**src/ldo_a_cfg.svh**
```systemverilog
// constants for the regulator A-setting register bank
`ifndef LDO_A_CFG_SVH
`define LDO_A_CFG_SVH

// register indices; byte address is four times the index
`define LDO_REG1_IDX   8'ha9
`define LDO_REG2_IDX   8'haa
`define LDO_REG3_IDX   8'hab
`define LDO_SEL_IDX    8'h00
`define LDO_STAT_IDX   8'h01
`define LDO_IDX_LSB    2
`define LDO_IDX_MSB    9

// field positions
`define LDO_SLEEP_BIT  7
`define LDO_RSVD_BIT   6
`define LDO_CODE6_MSB  5
`define LDO_CODE7_MSB  6

// reset values
`define LDO_SETTING_RST 8'h00
`define LDO_SEL_RST     3'h0

// voltage mapping in millivolts
`define LDO_MV_BASE_LOW  12'h258
`define LDO_MV_BASE_HIGH 12'h384
`define LDO_MV_STEP      12'h014
`define LDO_MV_TOP_LOW   12'h744
`define LDO_MV_TOP_HIGH  12'hd70

// bus answers
`define AXI_RESP_OKAY   2'h0
`define AXI_RESP_SLVERR 2'h2

`endif

```
**src/ldo_a_pkg.sv**
```systemverilog
// shared types of the regulator A-setting register bank
package ldo_a_pkg;
    typedef logic [7:0] byte_t;
    typedef logic [7:0] index_t;
    typedef logic [11:0] millivolt_t;
endpackage

```
**src/reg_access_if.sv**
```systemverilog
// carrier between the bus front end and the register bank
`timescale 1ns/1ps
interface reg_access_if;
    logic              wrEn;
    ldo_a_pkg::index_t wrIndex;
    ldo_a_pkg::byte_t  wrData;
    logic              wrStrb;
    logic              wrHit;
    ldo_a_pkg::index_t rdIndex;
    ldo_a_pkg::byte_t  rdData;
    logic              rdHit;

    modport front (output wrEn, wrIndex, wrData, wrStrb, rdIndex, input wrHit, rdData, rdHit);
    modport bank  (input wrEn, wrIndex, wrData, wrStrb, rdIndex, output wrHit, rdData, rdHit);
endinterface

```
**src/ldo_a_voltage_settings.sv**
```systemverilog
// regulator A-setting register bank with axi4-lite access
`timescale 1ns/1ps
`include "ldo_a_cfg.svh"
// What this block does
// - bit 7 chooses normal or sleep mode
// - regulator 1 code 5:0, 0.60 V plus 20 mV
// - regulator 2 code 5:0, same mapping
// - regulator 3 code 6:0, 0.90 V plus 20 mV
module ldo_a_voltage_settings #(
    parameter int ADDR_W = 12
) (
    // clock and reset
    input  wire logic                   core_clk,
    input  wire logic                   resetn,
    input  wire logic                   clkEn,
    // axi4-lite write
    input  wire logic [ADDR_W-1:0]      awaddr,
    input  wire logic                   awvalid,
    output logic                        awready,
    input  wire logic [31:0]            wdata,
    input  wire logic [3:0]             wstrb,
    input  wire logic                   wvalid,
    output logic                        wready,
    output logic [1:0]                  bresp,
    output logic                        bvalid,
    input  wire logic                   bready,
    // axi4-lite read
    input  wire logic [ADDR_W-1:0]      araddr,
    input  wire logic                   arvalid,
    output logic                        arready,
    output logic [31:0]                 rdata,
    output logic [1:0]                  rresp,
    output logic                        rvalid,
    input  wire logic                   rready,
    // regulator analog control
    output logic [2:0]                  applyA,
    output logic                        reg1SleepSelA,
    output logic [5:0]                  reg1VoltageCodeA,
    output ldo_a_pkg::millivolt_t       reg1TargetMv,
    output logic                        reg2SleepSelA,
    output logic [5:0]                  reg2VoltageCodeA,
    output ldo_a_pkg::millivolt_t       reg2TargetMv,
    output logic                        reg3SleepSelA,
    output logic [6:0]                  reg3VoltageCodeA,
    output ldo_a_pkg::millivolt_t       reg3TargetMv
);
    ldo_a_pkg::byte_t setting1;
    ldo_a_pkg::byte_t setting2;
    ldo_a_pkg::byte_t setting3;
    logic [2:0]       selA;
    reg_access_if     acc ();

    function automatic ldo_a_pkg::millivolt_t to_mv(input ldo_a_pkg::millivolt_t base, input logic [6:0] code);
        to_mv = base + 12'(code) * `LDO_MV_STEP;
    endfunction

    axil_reg_port #(
        .ADDR_W (ADDR_W)
    ) axil_reg_port_inst (
        .core_clk (core_clk),
        .resetn   (resetn),
        .clkEn    (clkEn),
        .awaddr   (awaddr),
        .awvalid  (awvalid),
        .awready  (awready),
        .wdata    (wdata),
        .wstrb    (wstrb),
        .wvalid   (wvalid),
        .wready   (wready),
        .bresp    (bresp),
        .bvalid   (bvalid),
        .bready   (bready),
        .araddr   (araddr),
        .arvalid  (arvalid),
        .arready  (arready),
        .rdata    (rdata),
        .rresp    (rresp),
        .rvalid   (rvalid),
        .rready   (rready),
        .acc      (acc.front)
    );

    // ------------------------------------------------------------
    // decode
    // ------------------------------------------------------------
    // status is read only, so writes to it are refused
    assign acc.wrHit = (acc.wrIndex == `LDO_REG1_IDX) || (acc.wrIndex == `LDO_REG2_IDX) ||
                       (acc.wrIndex == `LDO_REG3_IDX) || (acc.wrIndex == `LDO_SEL_IDX);
    assign acc.rdHit = (acc.rdIndex == `LDO_REG1_IDX) || (acc.rdIndex == `LDO_REG2_IDX) ||
                       (acc.rdIndex == `LDO_REG3_IDX) || (acc.rdIndex == `LDO_SEL_IDX) ||
                       (acc.rdIndex == `LDO_STAT_IDX);

    always_comb begin
        unique case (acc.rdIndex)
            `LDO_REG1_IDX: acc.rdData = setting1;
            `LDO_REG2_IDX: acc.rdData = setting2;
            `LDO_REG3_IDX: acc.rdData = setting3;
            `LDO_SEL_IDX:  acc.rdData = {5'h00, selA};
            `LDO_STAT_IDX: acc.rdData = {2'h0, reg3SleepSelA, reg2SleepSelA, reg1SleepSelA, applyA};
            default:       acc.rdData = 8'h00;
        endcase
    end

    // ------------------------------------------------------------
    // register storage
    // ------------------------------------------------------------
    // reserved bit 6 is kept whole so software reads back what it wrote
    always_ff @(posedge core_clk or negedge resetn) begin
        if (!resetn) begin
            setting1 <= `LDO_SETTING_RST;
            setting2 <= `LDO_SETTING_RST;
            setting3 <= `LDO_SETTING_RST;
        end else if (clkEn && acc.wrEn && acc.wrStrb) begin
            if (acc.wrIndex == `LDO_REG1_IDX) begin
                setting1 <= acc.wrData;
            end
            if (acc.wrIndex == `LDO_REG2_IDX) begin
                setting2 <= acc.wrData;
            end
            if (acc.wrIndex == `LDO_REG3_IDX) begin
                setting3 <= acc.wrData;
            end
        end
    end

    always_ff @(posedge core_clk or negedge resetn) begin
        if (!resetn) begin
            selA <= `LDO_SEL_RST;
        end else if (clkEn && acc.wrEn && acc.wrStrb && acc.wrIndex == `LDO_SEL_IDX) begin
            selA <= acc.wrData[2:0];
        end
    end

    // ------------------------------------------------------------
    // regulator controls
    // ------------------------------------------------------------
    // a deselected regulator sees zeros, never a half-written set
    always_ff @(posedge core_clk or negedge resetn) begin
        if (!resetn) begin
            applyA           <= 3'h0;
            reg1SleepSelA    <= 1'b0;
            reg1VoltageCodeA <= 6'h00;
            reg1TargetMv     <= 12'h000;
        end else if (clkEn) begin
            applyA           <= selA;
            reg1SleepSelA    <= selA[0] & setting1[`LDO_SLEEP_BIT];
            reg1VoltageCodeA <= selA[0] ? setting1[`LDO_CODE6_MSB:0] : 6'h00;
            reg1TargetMv     <= selA[0] ? to_mv(`LDO_MV_BASE_LOW, {1'b0, setting1[`LDO_CODE6_MSB:0]})
                                        : 12'h000;
        end
    end

    always_ff @(posedge core_clk or negedge resetn) begin
        if (!resetn) begin
            reg2SleepSelA    <= 1'b0;
            reg2VoltageCodeA <= 6'h00;
            reg2TargetMv     <= 12'h000;
        end else if (clkEn) begin
            reg2SleepSelA    <= selA[1] & setting2[`LDO_SLEEP_BIT];
            reg2VoltageCodeA <= selA[1] ? setting2[`LDO_CODE6_MSB:0] : 6'h00;
            reg2TargetMv     <= selA[1] ? to_mv(`LDO_MV_BASE_LOW, {1'b0, setting2[`LDO_CODE6_MSB:0]})
                                        : 12'h000;
        end
    end

    always_ff @(posedge core_clk or negedge resetn) begin
        if (!resetn) begin
            reg3SleepSelA    <= 1'b0;
            reg3VoltageCodeA <= 7'h00;
            reg3TargetMv     <= 12'h000;
        end else if (clkEn) begin
            reg3SleepSelA    <= selA[2] & setting3[`LDO_SLEEP_BIT];
            reg3VoltageCodeA <= selA[2] ? setting3[`LDO_CODE7_MSB:0] : 7'h00;
            reg3TargetMv     <= selA[2] ? to_mv(`LDO_MV_BASE_HIGH, setting3[`LDO_CODE7_MSB:0])
                                        : 12'h000;
        end
    end
endmodule

```
**src/axil_reg_port.sv**
```systemverilog
// axi4-lite slave front end for the register bank
`timescale 1ns/1ps
`include "ldo_a_cfg.svh"
module axil_reg_port #(
    parameter int ADDR_W = 12
) (
    // clock and reset
    input  wire logic              core_clk,
    input  wire logic              resetn,
    input  wire logic              clkEn,
    // write channels
    input  wire logic [ADDR_W-1:0] awaddr,
    input  wire logic              awvalid,
    output logic                   awready,
    input  wire logic [31:0]       wdata,
    input  wire logic [3:0]        wstrb,
    input  wire logic              wvalid,
    output logic                   wready,
    output logic [1:0]             bresp,
    output logic                   bvalid,
    input  wire logic              bready,
    // read channels
    input  wire logic [ADDR_W-1:0] araddr,
    input  wire logic              arvalid,
    output logic                   arready,
    output logic [31:0]            rdata,
    output logic [1:0]             rresp,
    output logic                   rvalid,
    input  wire logic              rready,
    // register bank side
    reg_access_if.front            acc
);
    logic              awHeld;
    logic              wHeld;
    logic [ADDR_W-1:0] awAddr;
    ldo_a_pkg::byte_t  wData;
    logic              wStrb0;
    logic              commit;

    // aligned and inside the decoded index range
    function automatic logic addr_ok(input logic [ADDR_W-1:0] a);
        addr_ok = (a[`LDO_IDX_LSB-1:0] == '0) && (a[ADDR_W-1:`LDO_IDX_MSB+1] == '0);
    endfunction

    // no new address or data while a response waits
    assign awready     = clkEn & ~awHeld & ~bvalid;
    assign wready      = clkEn & ~wHeld & ~bvalid;
    assign arready     = clkEn & ~rvalid;
    assign commit      = clkEn & awHeld & wHeld;
    assign acc.wrIndex = awAddr[`LDO_IDX_MSB:`LDO_IDX_LSB];
    assign acc.wrData  = wData;
    assign acc.wrStrb  = wStrb0;
    assign acc.wrEn    = commit & addr_ok(awAddr);
    assign acc.rdIndex = araddr[`LDO_IDX_MSB:`LDO_IDX_LSB];

    // ------------------------------------------------------------
    // write address and data, taken in either order
    // ------------------------------------------------------------
    always_ff @(posedge core_clk or negedge resetn) begin
        if (!resetn) begin
            awHeld <= 1'b0;
            awAddr <= '0;
        end else if (clkEn) begin
            if (awvalid && awready) begin
                awHeld <= 1'b1;
                awAddr <= awaddr;
            end else if (commit) begin
                awHeld <= 1'b0;
            end
        end
    end

    always_ff @(posedge core_clk or negedge resetn) begin
        if (!resetn) begin
            wHeld  <= 1'b0;
            wData  <= '0;
            wStrb0 <= 1'b0;
        end else if (clkEn) begin
            if (wvalid && wready) begin
                wHeld  <= 1'b1;
                wData  <= wdata[7:0];
                wStrb0 <= wstrb[0];
            end else if (commit) begin
                wHeld <= 1'b0;
            end
        end
    end

    always_ff @(posedge core_clk or negedge resetn) begin
        if (!resetn) begin
            bvalid <= 1'b0;
            bresp  <= `AXI_RESP_OKAY;
        end else if (clkEn) begin
            if (commit) begin
                bvalid <= 1'b1;
                bresp  <= (addr_ok(awAddr) && acc.wrHit) ? `AXI_RESP_OKAY : `AXI_RESP_SLVERR;
            end else if (bready) begin
                bvalid <= 1'b0;
            end
        end
    end

    // ------------------------------------------------------------
    // read: data captured at the address handshake
    // ------------------------------------------------------------
    always_ff @(posedge core_clk or negedge resetn) begin
        if (!resetn) begin
            rvalid <= 1'b0;
            rdata  <= '0;
            rresp  <= `AXI_RESP_OKAY;
        end else if (clkEn) begin
            if (arvalid && arready) begin
                rvalid <= 1'b1;
                if (addr_ok(araddr) && acc.rdHit) begin
                    rdata <= {24'h000000, acc.rdData};
                    rresp <= `AXI_RESP_OKAY;
                end else begin
                    rdata <= '0;
                    rresp <= `AXI_RESP_SLVERR;
                end
            end else if (rready) begin
                rvalid <= 1'b0;
            end
        end
    end
endmodule

```
**config.mk**
```make
export PLATFORM = sky130hd
export DESIGN_NAME = ldo_a_voltage_settings
export DESIGN_NICKNAME = d
export VERILOG_FILES = /design/src/ldo_a_pkg.sv /design/src/reg_access_if.sv /design/src/ldo_a_voltage_settings.sv /design/src/axil_reg_port.sv
export VERILOG_INCLUDE_DIRS = /design/src
export SDC_FILE = /design/constraint.sdc
export NUM_CORES = 1
export LEC_CHECK = 0
export BUFFER_PORTS_ARGS = -buffer_cell sky130_fd_sc_hd__buf_2
export CAP_MARGIN = 20
export CELL_PAD_IN_SITES_DETAIL_PLACEMENT = 0
export CELL_PAD_IN_SITES_GLOBAL_PLACEMENT = 1
export CORE_MARGIN = 2
export CORE_UTILIZATION = 35
export CTS_CLUSTER_SIZE = 12
export DETAILED_ROUTE_END_ITERATION = 7
export GPL_ROUTABILITY_DRIVEN = 0
export PLACE_DENSITY_LB_ADDON = 0.25
export SLEW_MARGIN = 20
export SYNTH_ARGS = -nofsm -noshare
export SYNTH_HDL_FRONTEND = slang
export SYNTH_SLANG_ARGS = --single-unit
```
**constraint.sdc**
```tcl
create_clock -name core_clk -period 3.49 [get_ports core_clk]
set_input_delay 0.5235 -clock core_clk [delete_from_list [all_inputs] [get_ports core_clk]]
set_output_delay 0.5235 -clock core_clk [all_outputs]
set_load 0.02 [all_outputs]
```
======== After elaboration in Yosys (flattened, before gate mapping) ========
Cells that the tools add are included.
storage, ports and cells
  register bits ........................... 149
  input port bits ......................... 68
  output and inout bits ................... 102
operators by class
  add/sub/neg operators ................... 3
  $mul .................................... 3
  equal/unequal tests ..................... 7
  mux-type cells .......................... 17
  bitwise gates (word level) .............. 15
  reductions and logical operators ........ 38
operator list
  operator                                                               number
  8-bit equality test, second input constant                             6
  8-bit one-hot mux with 5 select lines                                  1
  12-bit two-way mux                                                     3
  10-bit by 11-bit adder with 12-bit output, first input constant        2
  2-bit AND reduction                                                    11
  6-bit by 3-bit multiplier with 9-bit output, second input constant     2
  8-bit zero test                                                        2
  10-bit by 12-bit adder with 12-bit output, first input constant        1
  6-bit two-way mux                                                      2
  1-bit AND                                                              11
  1-bit logical AND                                                      10
  7-bit by 3-bit multiplier with 10-bit output, second input constant    1
  8-bit by 1-bit equality test with 1-bit output, second input constant  1
  2-bit zero test                                                        4
  8-bit two-way mux                                                      1
  2-bit nonzero test                                                     4
  1-bit logical OR                                                       7
  1-bit two-way mux                                                      7
  7-bit two-way mux                                                      1
  2-bit two-way mux                                                      2
  1-bit inverter                                                         4

======== Logic depth before layout (Yosys ltp) ========
  depth after elaboration ................. 7
  gate-level depth with buffers ........... 10

======== Cells and area by module ========
Synthesis repeated with hierarchy kept, for this count alone.
unflattened totals
  cell total of the unflattened synthesis .. 605
  area total of the unflattened synthesis .. 6298.5 µm²
by module, submodules not included
  module                  times used  cells each  area an instance (µm²)  seq. area each (µm²)
  ldo_a_voltage_settings  1           452         4551.9                  2001.9
  axil_reg_port           1           153         1746.7                  875.8

======== Worst setup path after synthesis ========
No wires, ideal clock.
  kind .................................... register to register
  start ................................... register setting3[3]
  end ..................................... register reg3TargetMv[11]
  data arrival time ....................... 2263 ps
  required time ........................... 3355 ps
  setup slack ............................. 1092 ps
  stages on the path, launching flop included .. 9
  clock period less this slack ............ 2398 ps
  cell sequence ........................... dfrtp_1 > ha_1 > ha_1 > or2_2 > and3_1 > o311ai_1 > o21ai_0 > xnor2_1 > o22ai_1
between the ends
  word-level cells in the longest chain between the ends .. 3
RTL lines
  what                                                    line                           text
  start: declaration                                      ldo_a_voltage_settings.sv:49   ldo_a_pkg::byte_t setting3;
  start signal: assignment                                ldo_a_voltage_settings.sv:112  setting3 <= `LDO_SETTING_RST;
  start signal: assignment                                ldo_a_voltage_settings.sv:121  setting3 <= acc.wrData;
  7-bit by 3-bit multiplier with 10-bit output (no line)  n/a
  10-bit by 12-bit adder with 12-bit output (no line)     n/a
  12-bit two-way mux                                      ldo_a_voltage_settings.sv:174  reg3TargetMv <= selA[2] ? to_mv(`LDO_MV_BASE_HIGH, setting3[`LDO_CODE7_MSB:0])
  end signal: assignment                                  ldo_a_voltage_settings.sv:174
  end: declaration                                        ldo_a_voltage_settings.sv:45   output ldo_a_pkg::millivolt_t reg3TargetMv
Every way passes these cells.
A chain may end at the register's enable or synchronous reset.

======== Worst setup path in the final report ========
  start ................................... register setting3[1]
  end ..................................... register reg3TargetMv[10]
The elaborated chain is that of the path after synthesis.

==> metrics.md <==
| Metric | Value |
|---|---|
| Fill count | between 1500 and 2000 |
| Post-CTS Resized | 0 |
| Min-delay worst type | in -> async |
| Crit path max fanout | 7 |
| Final total power | 3730 uW |
| Max-cap violations | 0 |
| Yosys warning total | 0 |
| Reg2reg end | reg3TargetMv[10] |
| Simple logic cell fraction of the synthesized area | between 10% and 20% |
| Post-synth top area cell | dfrtp_1 |
| Share of the synthesized area in compound gates (AO/OA/AOI/OAI) | 11.5% |
| Worst-Skew Late Latency | 0.41 ns |
| Top_reg_cell synth | dfrtp_1 |
| Post-synthesis async set-or-reset flop share | 100% |
| Clk_skew | 0.00636 ns |
| Critical path data required time | between 3 and 4 ns |
| GR Util met3 | 4.33% |
| Global routing usage on met1 | 20.5% |
| Outcome | completed |
| Synth top area share | 47.0% |
| H-tree levels | 4 |
| Relative slew slack | 44.6% |
| First-pass detailed-route iteration total | 4 |
| Post-Synth XOR/XNOR Area | 3.00% |
| Mux cell area share after synthesis | 10.7% |
| Largest net degree at the start of global routing | approximately 120 |
| Final setup violation count | 0 |
| # IOs | between 150 and 200 |
| Drt via density | 4.73 |
| GRT Overall Usage | 15.9% |
| Setup WS pre-CTS | between 0.8 and 0.9 ns |
| Post-Route WL | between 10000 and 15000 um |
| # clock sinks | 115 |
| Fin crit share | approximately three quarters |
| Adder-cell share of the synthesized area | under 10% |
| Die area | between 15000 and 20000 um2 |
| CTS Buf Count | 17 |
| Global routing's busiest layer | met2 |
| DR iter-0 viols | 168 |
| Register bit total from synthesis | between 100 and 150 |
| Leak | 0.00362 uW |
| Sequential-to-total area share from yosys stat | a little under half |
| Die H | about 140 um |
| Post-DR wirelength/cell | about 15 um |
| FF-to-FF Start | setting3[1] |
| Post-synth EDFFs | 0 |
| DP HPWL | just over 10000 um |
| Achievable Freq | between 300 and 400 MHz |
| Clock-pin slew on the worst setup and hold paths | roughly 0.050 ns |
| Area Overhead vs Synth | 20.1% |
| Vias in the first global route | about 4400 |
| Post-route setup TNS | 0 ns |
| Core Util, Final | 42.8% |
| Layout Nets | just under 800 |
| Ant diodes | 0 |
| Final ANT Viol Nets | 0 |
| Largest family of logic cells by synthesized area | simple AND/OR/NAND/NOR gates |
| PortBufs | 110 |
| Arrival time of the worst setup path | just under 3 ns |
| Total core area | approximately 17000 um2 |
| Hold buffer count at CTS | 0 |
| Met2 Use GR | ~25% |
| Final setup margin | between 0.8 and 0.9 ns |
| Fin. max-slew vios | 0 |
| Row Count | 48 |
| Synth unique cells | 53 |
| Share of layout cells above drive strength 1 | between 30% and 40% |
| Maximum root-to-sink buffer count | 2 |
| Cells after Synth | about 580 |
| Global-route wire length before repair | roughly 23000 um |
| Die Wd | ~140 um |
| Min Tclk post-route | 2.64 ns |
| PD cells | slightly above 500 nW/um2 |
| Root buf cell | clkbuf_16 |
| RSZ-0062 raised after global routing | false |
| DRC Markers | 0 |
| Mapped cell area | ~6100 um2 |
| Initial Util | between 30 and 40% |
| Via count | ~4400 |
| Fin. Hold Viols | 0 |
| Kind of critical path | reg -> reg |
| CP startpoint kind | register |
| CTS tree | yes |
| Internal reg-to-reg setup slack | approximately 0.85 ns |
| Worst R2R Path Depth | 10 |
| Setup Buffers After CTS | 0 |
| Total global routing overflow | 0 |
| Crit path capture type | register |
| Synth area leaders | dfrtp_1 (47%), mux2_2 (9.7%), ha_1 (5.9%) |
| Post-Syn Area per Cell | between 10 and 15 um2 |
| Worst Tran Pin Value | about 0.83 ns |
| Initial antenna violation count | 0 |
| Worst VDD drop | ~0.00034 V |
[cell type report]
cell class,count,area [um2],area share (%)
flip-flops and latches,115,2880,39.1
repair buffers,113,588,7.99
well taps,225,282,3.83
clock buffers,25,495,6.73
clock inverters,5,75.1,1.02
multi-input cells,377,2800,38.1
inverters,63,236,3.21
[per-stage QoR]
stage                     instances  instance area, um2  hold WS [ns]
after global placement          893                6790         0.468
after global routing            923                7360         0.263
final                           923                7360         0.195
after floorplan                 607                6240         0.228
after CTS                       923                7360         0.233
after detailed placement        893                6790         0.476
[sequential cells by signal, indices dropped and copies added, names as in the netlist, 6 cells and up]
register,cells
axil_reg_port_inst.awAddr,12
setting1,8
reg1VoltageCodeA,6
axil_reg_port_inst.acc.wrData,8
reg3TargetMv,10
setting2,8
reg2VoltageCodeA,6
reg2TargetMv,9
setting3,8
reg1TargetMv,9
axil_reg_port_inst.rdata,8
reg3VoltageCodeA,7
[cell usage after synthesis, types with 4 or more instances]
master and count:
dfrtp_1 115, inv_1 63, mux2_2 53, o21ai_0 45, buf_4 34, ha_1 29
nand3_1 26, nand2_1 25, clkbuf_1 13, nor2b_1 13, o22ai_1 13, nor2_1 12
xnor2_1 11, a21oi_1 10, a22oi_1 10, xor2_1 10, nand2b_1 8, mux2i_1 6
a21o_1 5, a31o_2 5, and3_1 5, nand4_1 5, o22a_1 5, nor3_1 4
o21a_1 4, o32ai_1 4
[how the worst max path moves through the flow]
stage                 from                to  slack, ns  depth (start not counted)
2_1_floorplan  setting3[3]  reg3TargetMv[11]       1.09                          8
3_3_place_gp   setting3[3]  reg3TargetMv[11]       0.92                          8
3_5_place_dp   setting3[1]  reg3TargetMv[10]       0.86                         10
4_1_cts        setting3[1]  reg3TargetMv[10]       0.84                         10
5_1_grt        setting3[1]  reg3TargetMv[10]       0.67                         10
6_report       setting3[1]  reg3TargetMv[10]       0.85                         10
[cell usage in the layout, fill, tap and decap left out, types with 3 or more instances in the layout]
cell,instances
xnor2_1,11
buf_2,109
a21o_1,5
nand2_1,25
o22a_1,5
and2_1,3
a31o_2,5
mux2i_1,6
clkbuf_8,4
dfrtp_1,115
o21ai_0,45
nor2b_1,13
o21a_1,4
nor3_1,4
nand3_1,26
clkinv_2,3
and3_1,5
xor2_1,10
a21oi_1,10
o21ai_1,3
fa_1,3
nor2_1,12
clkbuf_1,4
o22ai_1,13
a22oi_1,10
nand4_1,5
inv_1,63
buf_4,3
nand3b_1,3
clkbuf_16,17
mux2_2,53
o32ai_1,4
ha_1,29
conb_1,32
nand2b_1,8
[critical path, stage by stage (launching register included)]
cell and delay [ns]:
dfrtp_1 0.47, ha_1 0.33, ha_1 0.17, inv_1 0.06
fa_1 0.39, nand2b_1 0.16, o2bb2ai_1 0.17, xnor2_1 0.29
nor3_1 0.11, xnor2_1 0.14, a31o_2 0.25
[metal layers]
metal	vias up	share of wire (%)
met5	-	0
met4	0	1.6
met3	19	4.7
met2	94	48
met1	2092	46
li1	2159	-
[power breakdown]
part | switching (uW) | internal, uW | total [uW] | leakage [uW]
combinational | 213 | 202 | 415 | 0.00179
clock | 566 | 1110 | 1680 | 0.000283
sequential | 153 | 1490 | 1640 | 0.00155
[logic make-up (layout without fill, tap and decap cells)]
family	Yosys count	in the layout
simple gates	121	121
compound gates	112	112
flops	115	115
xor+xnor	21	21
fa+ha+maj	32	32
buf+inv	115	206
mux	59	59
other cells	1	32
No activity file was read; power rests on OpenSTA's default activity.
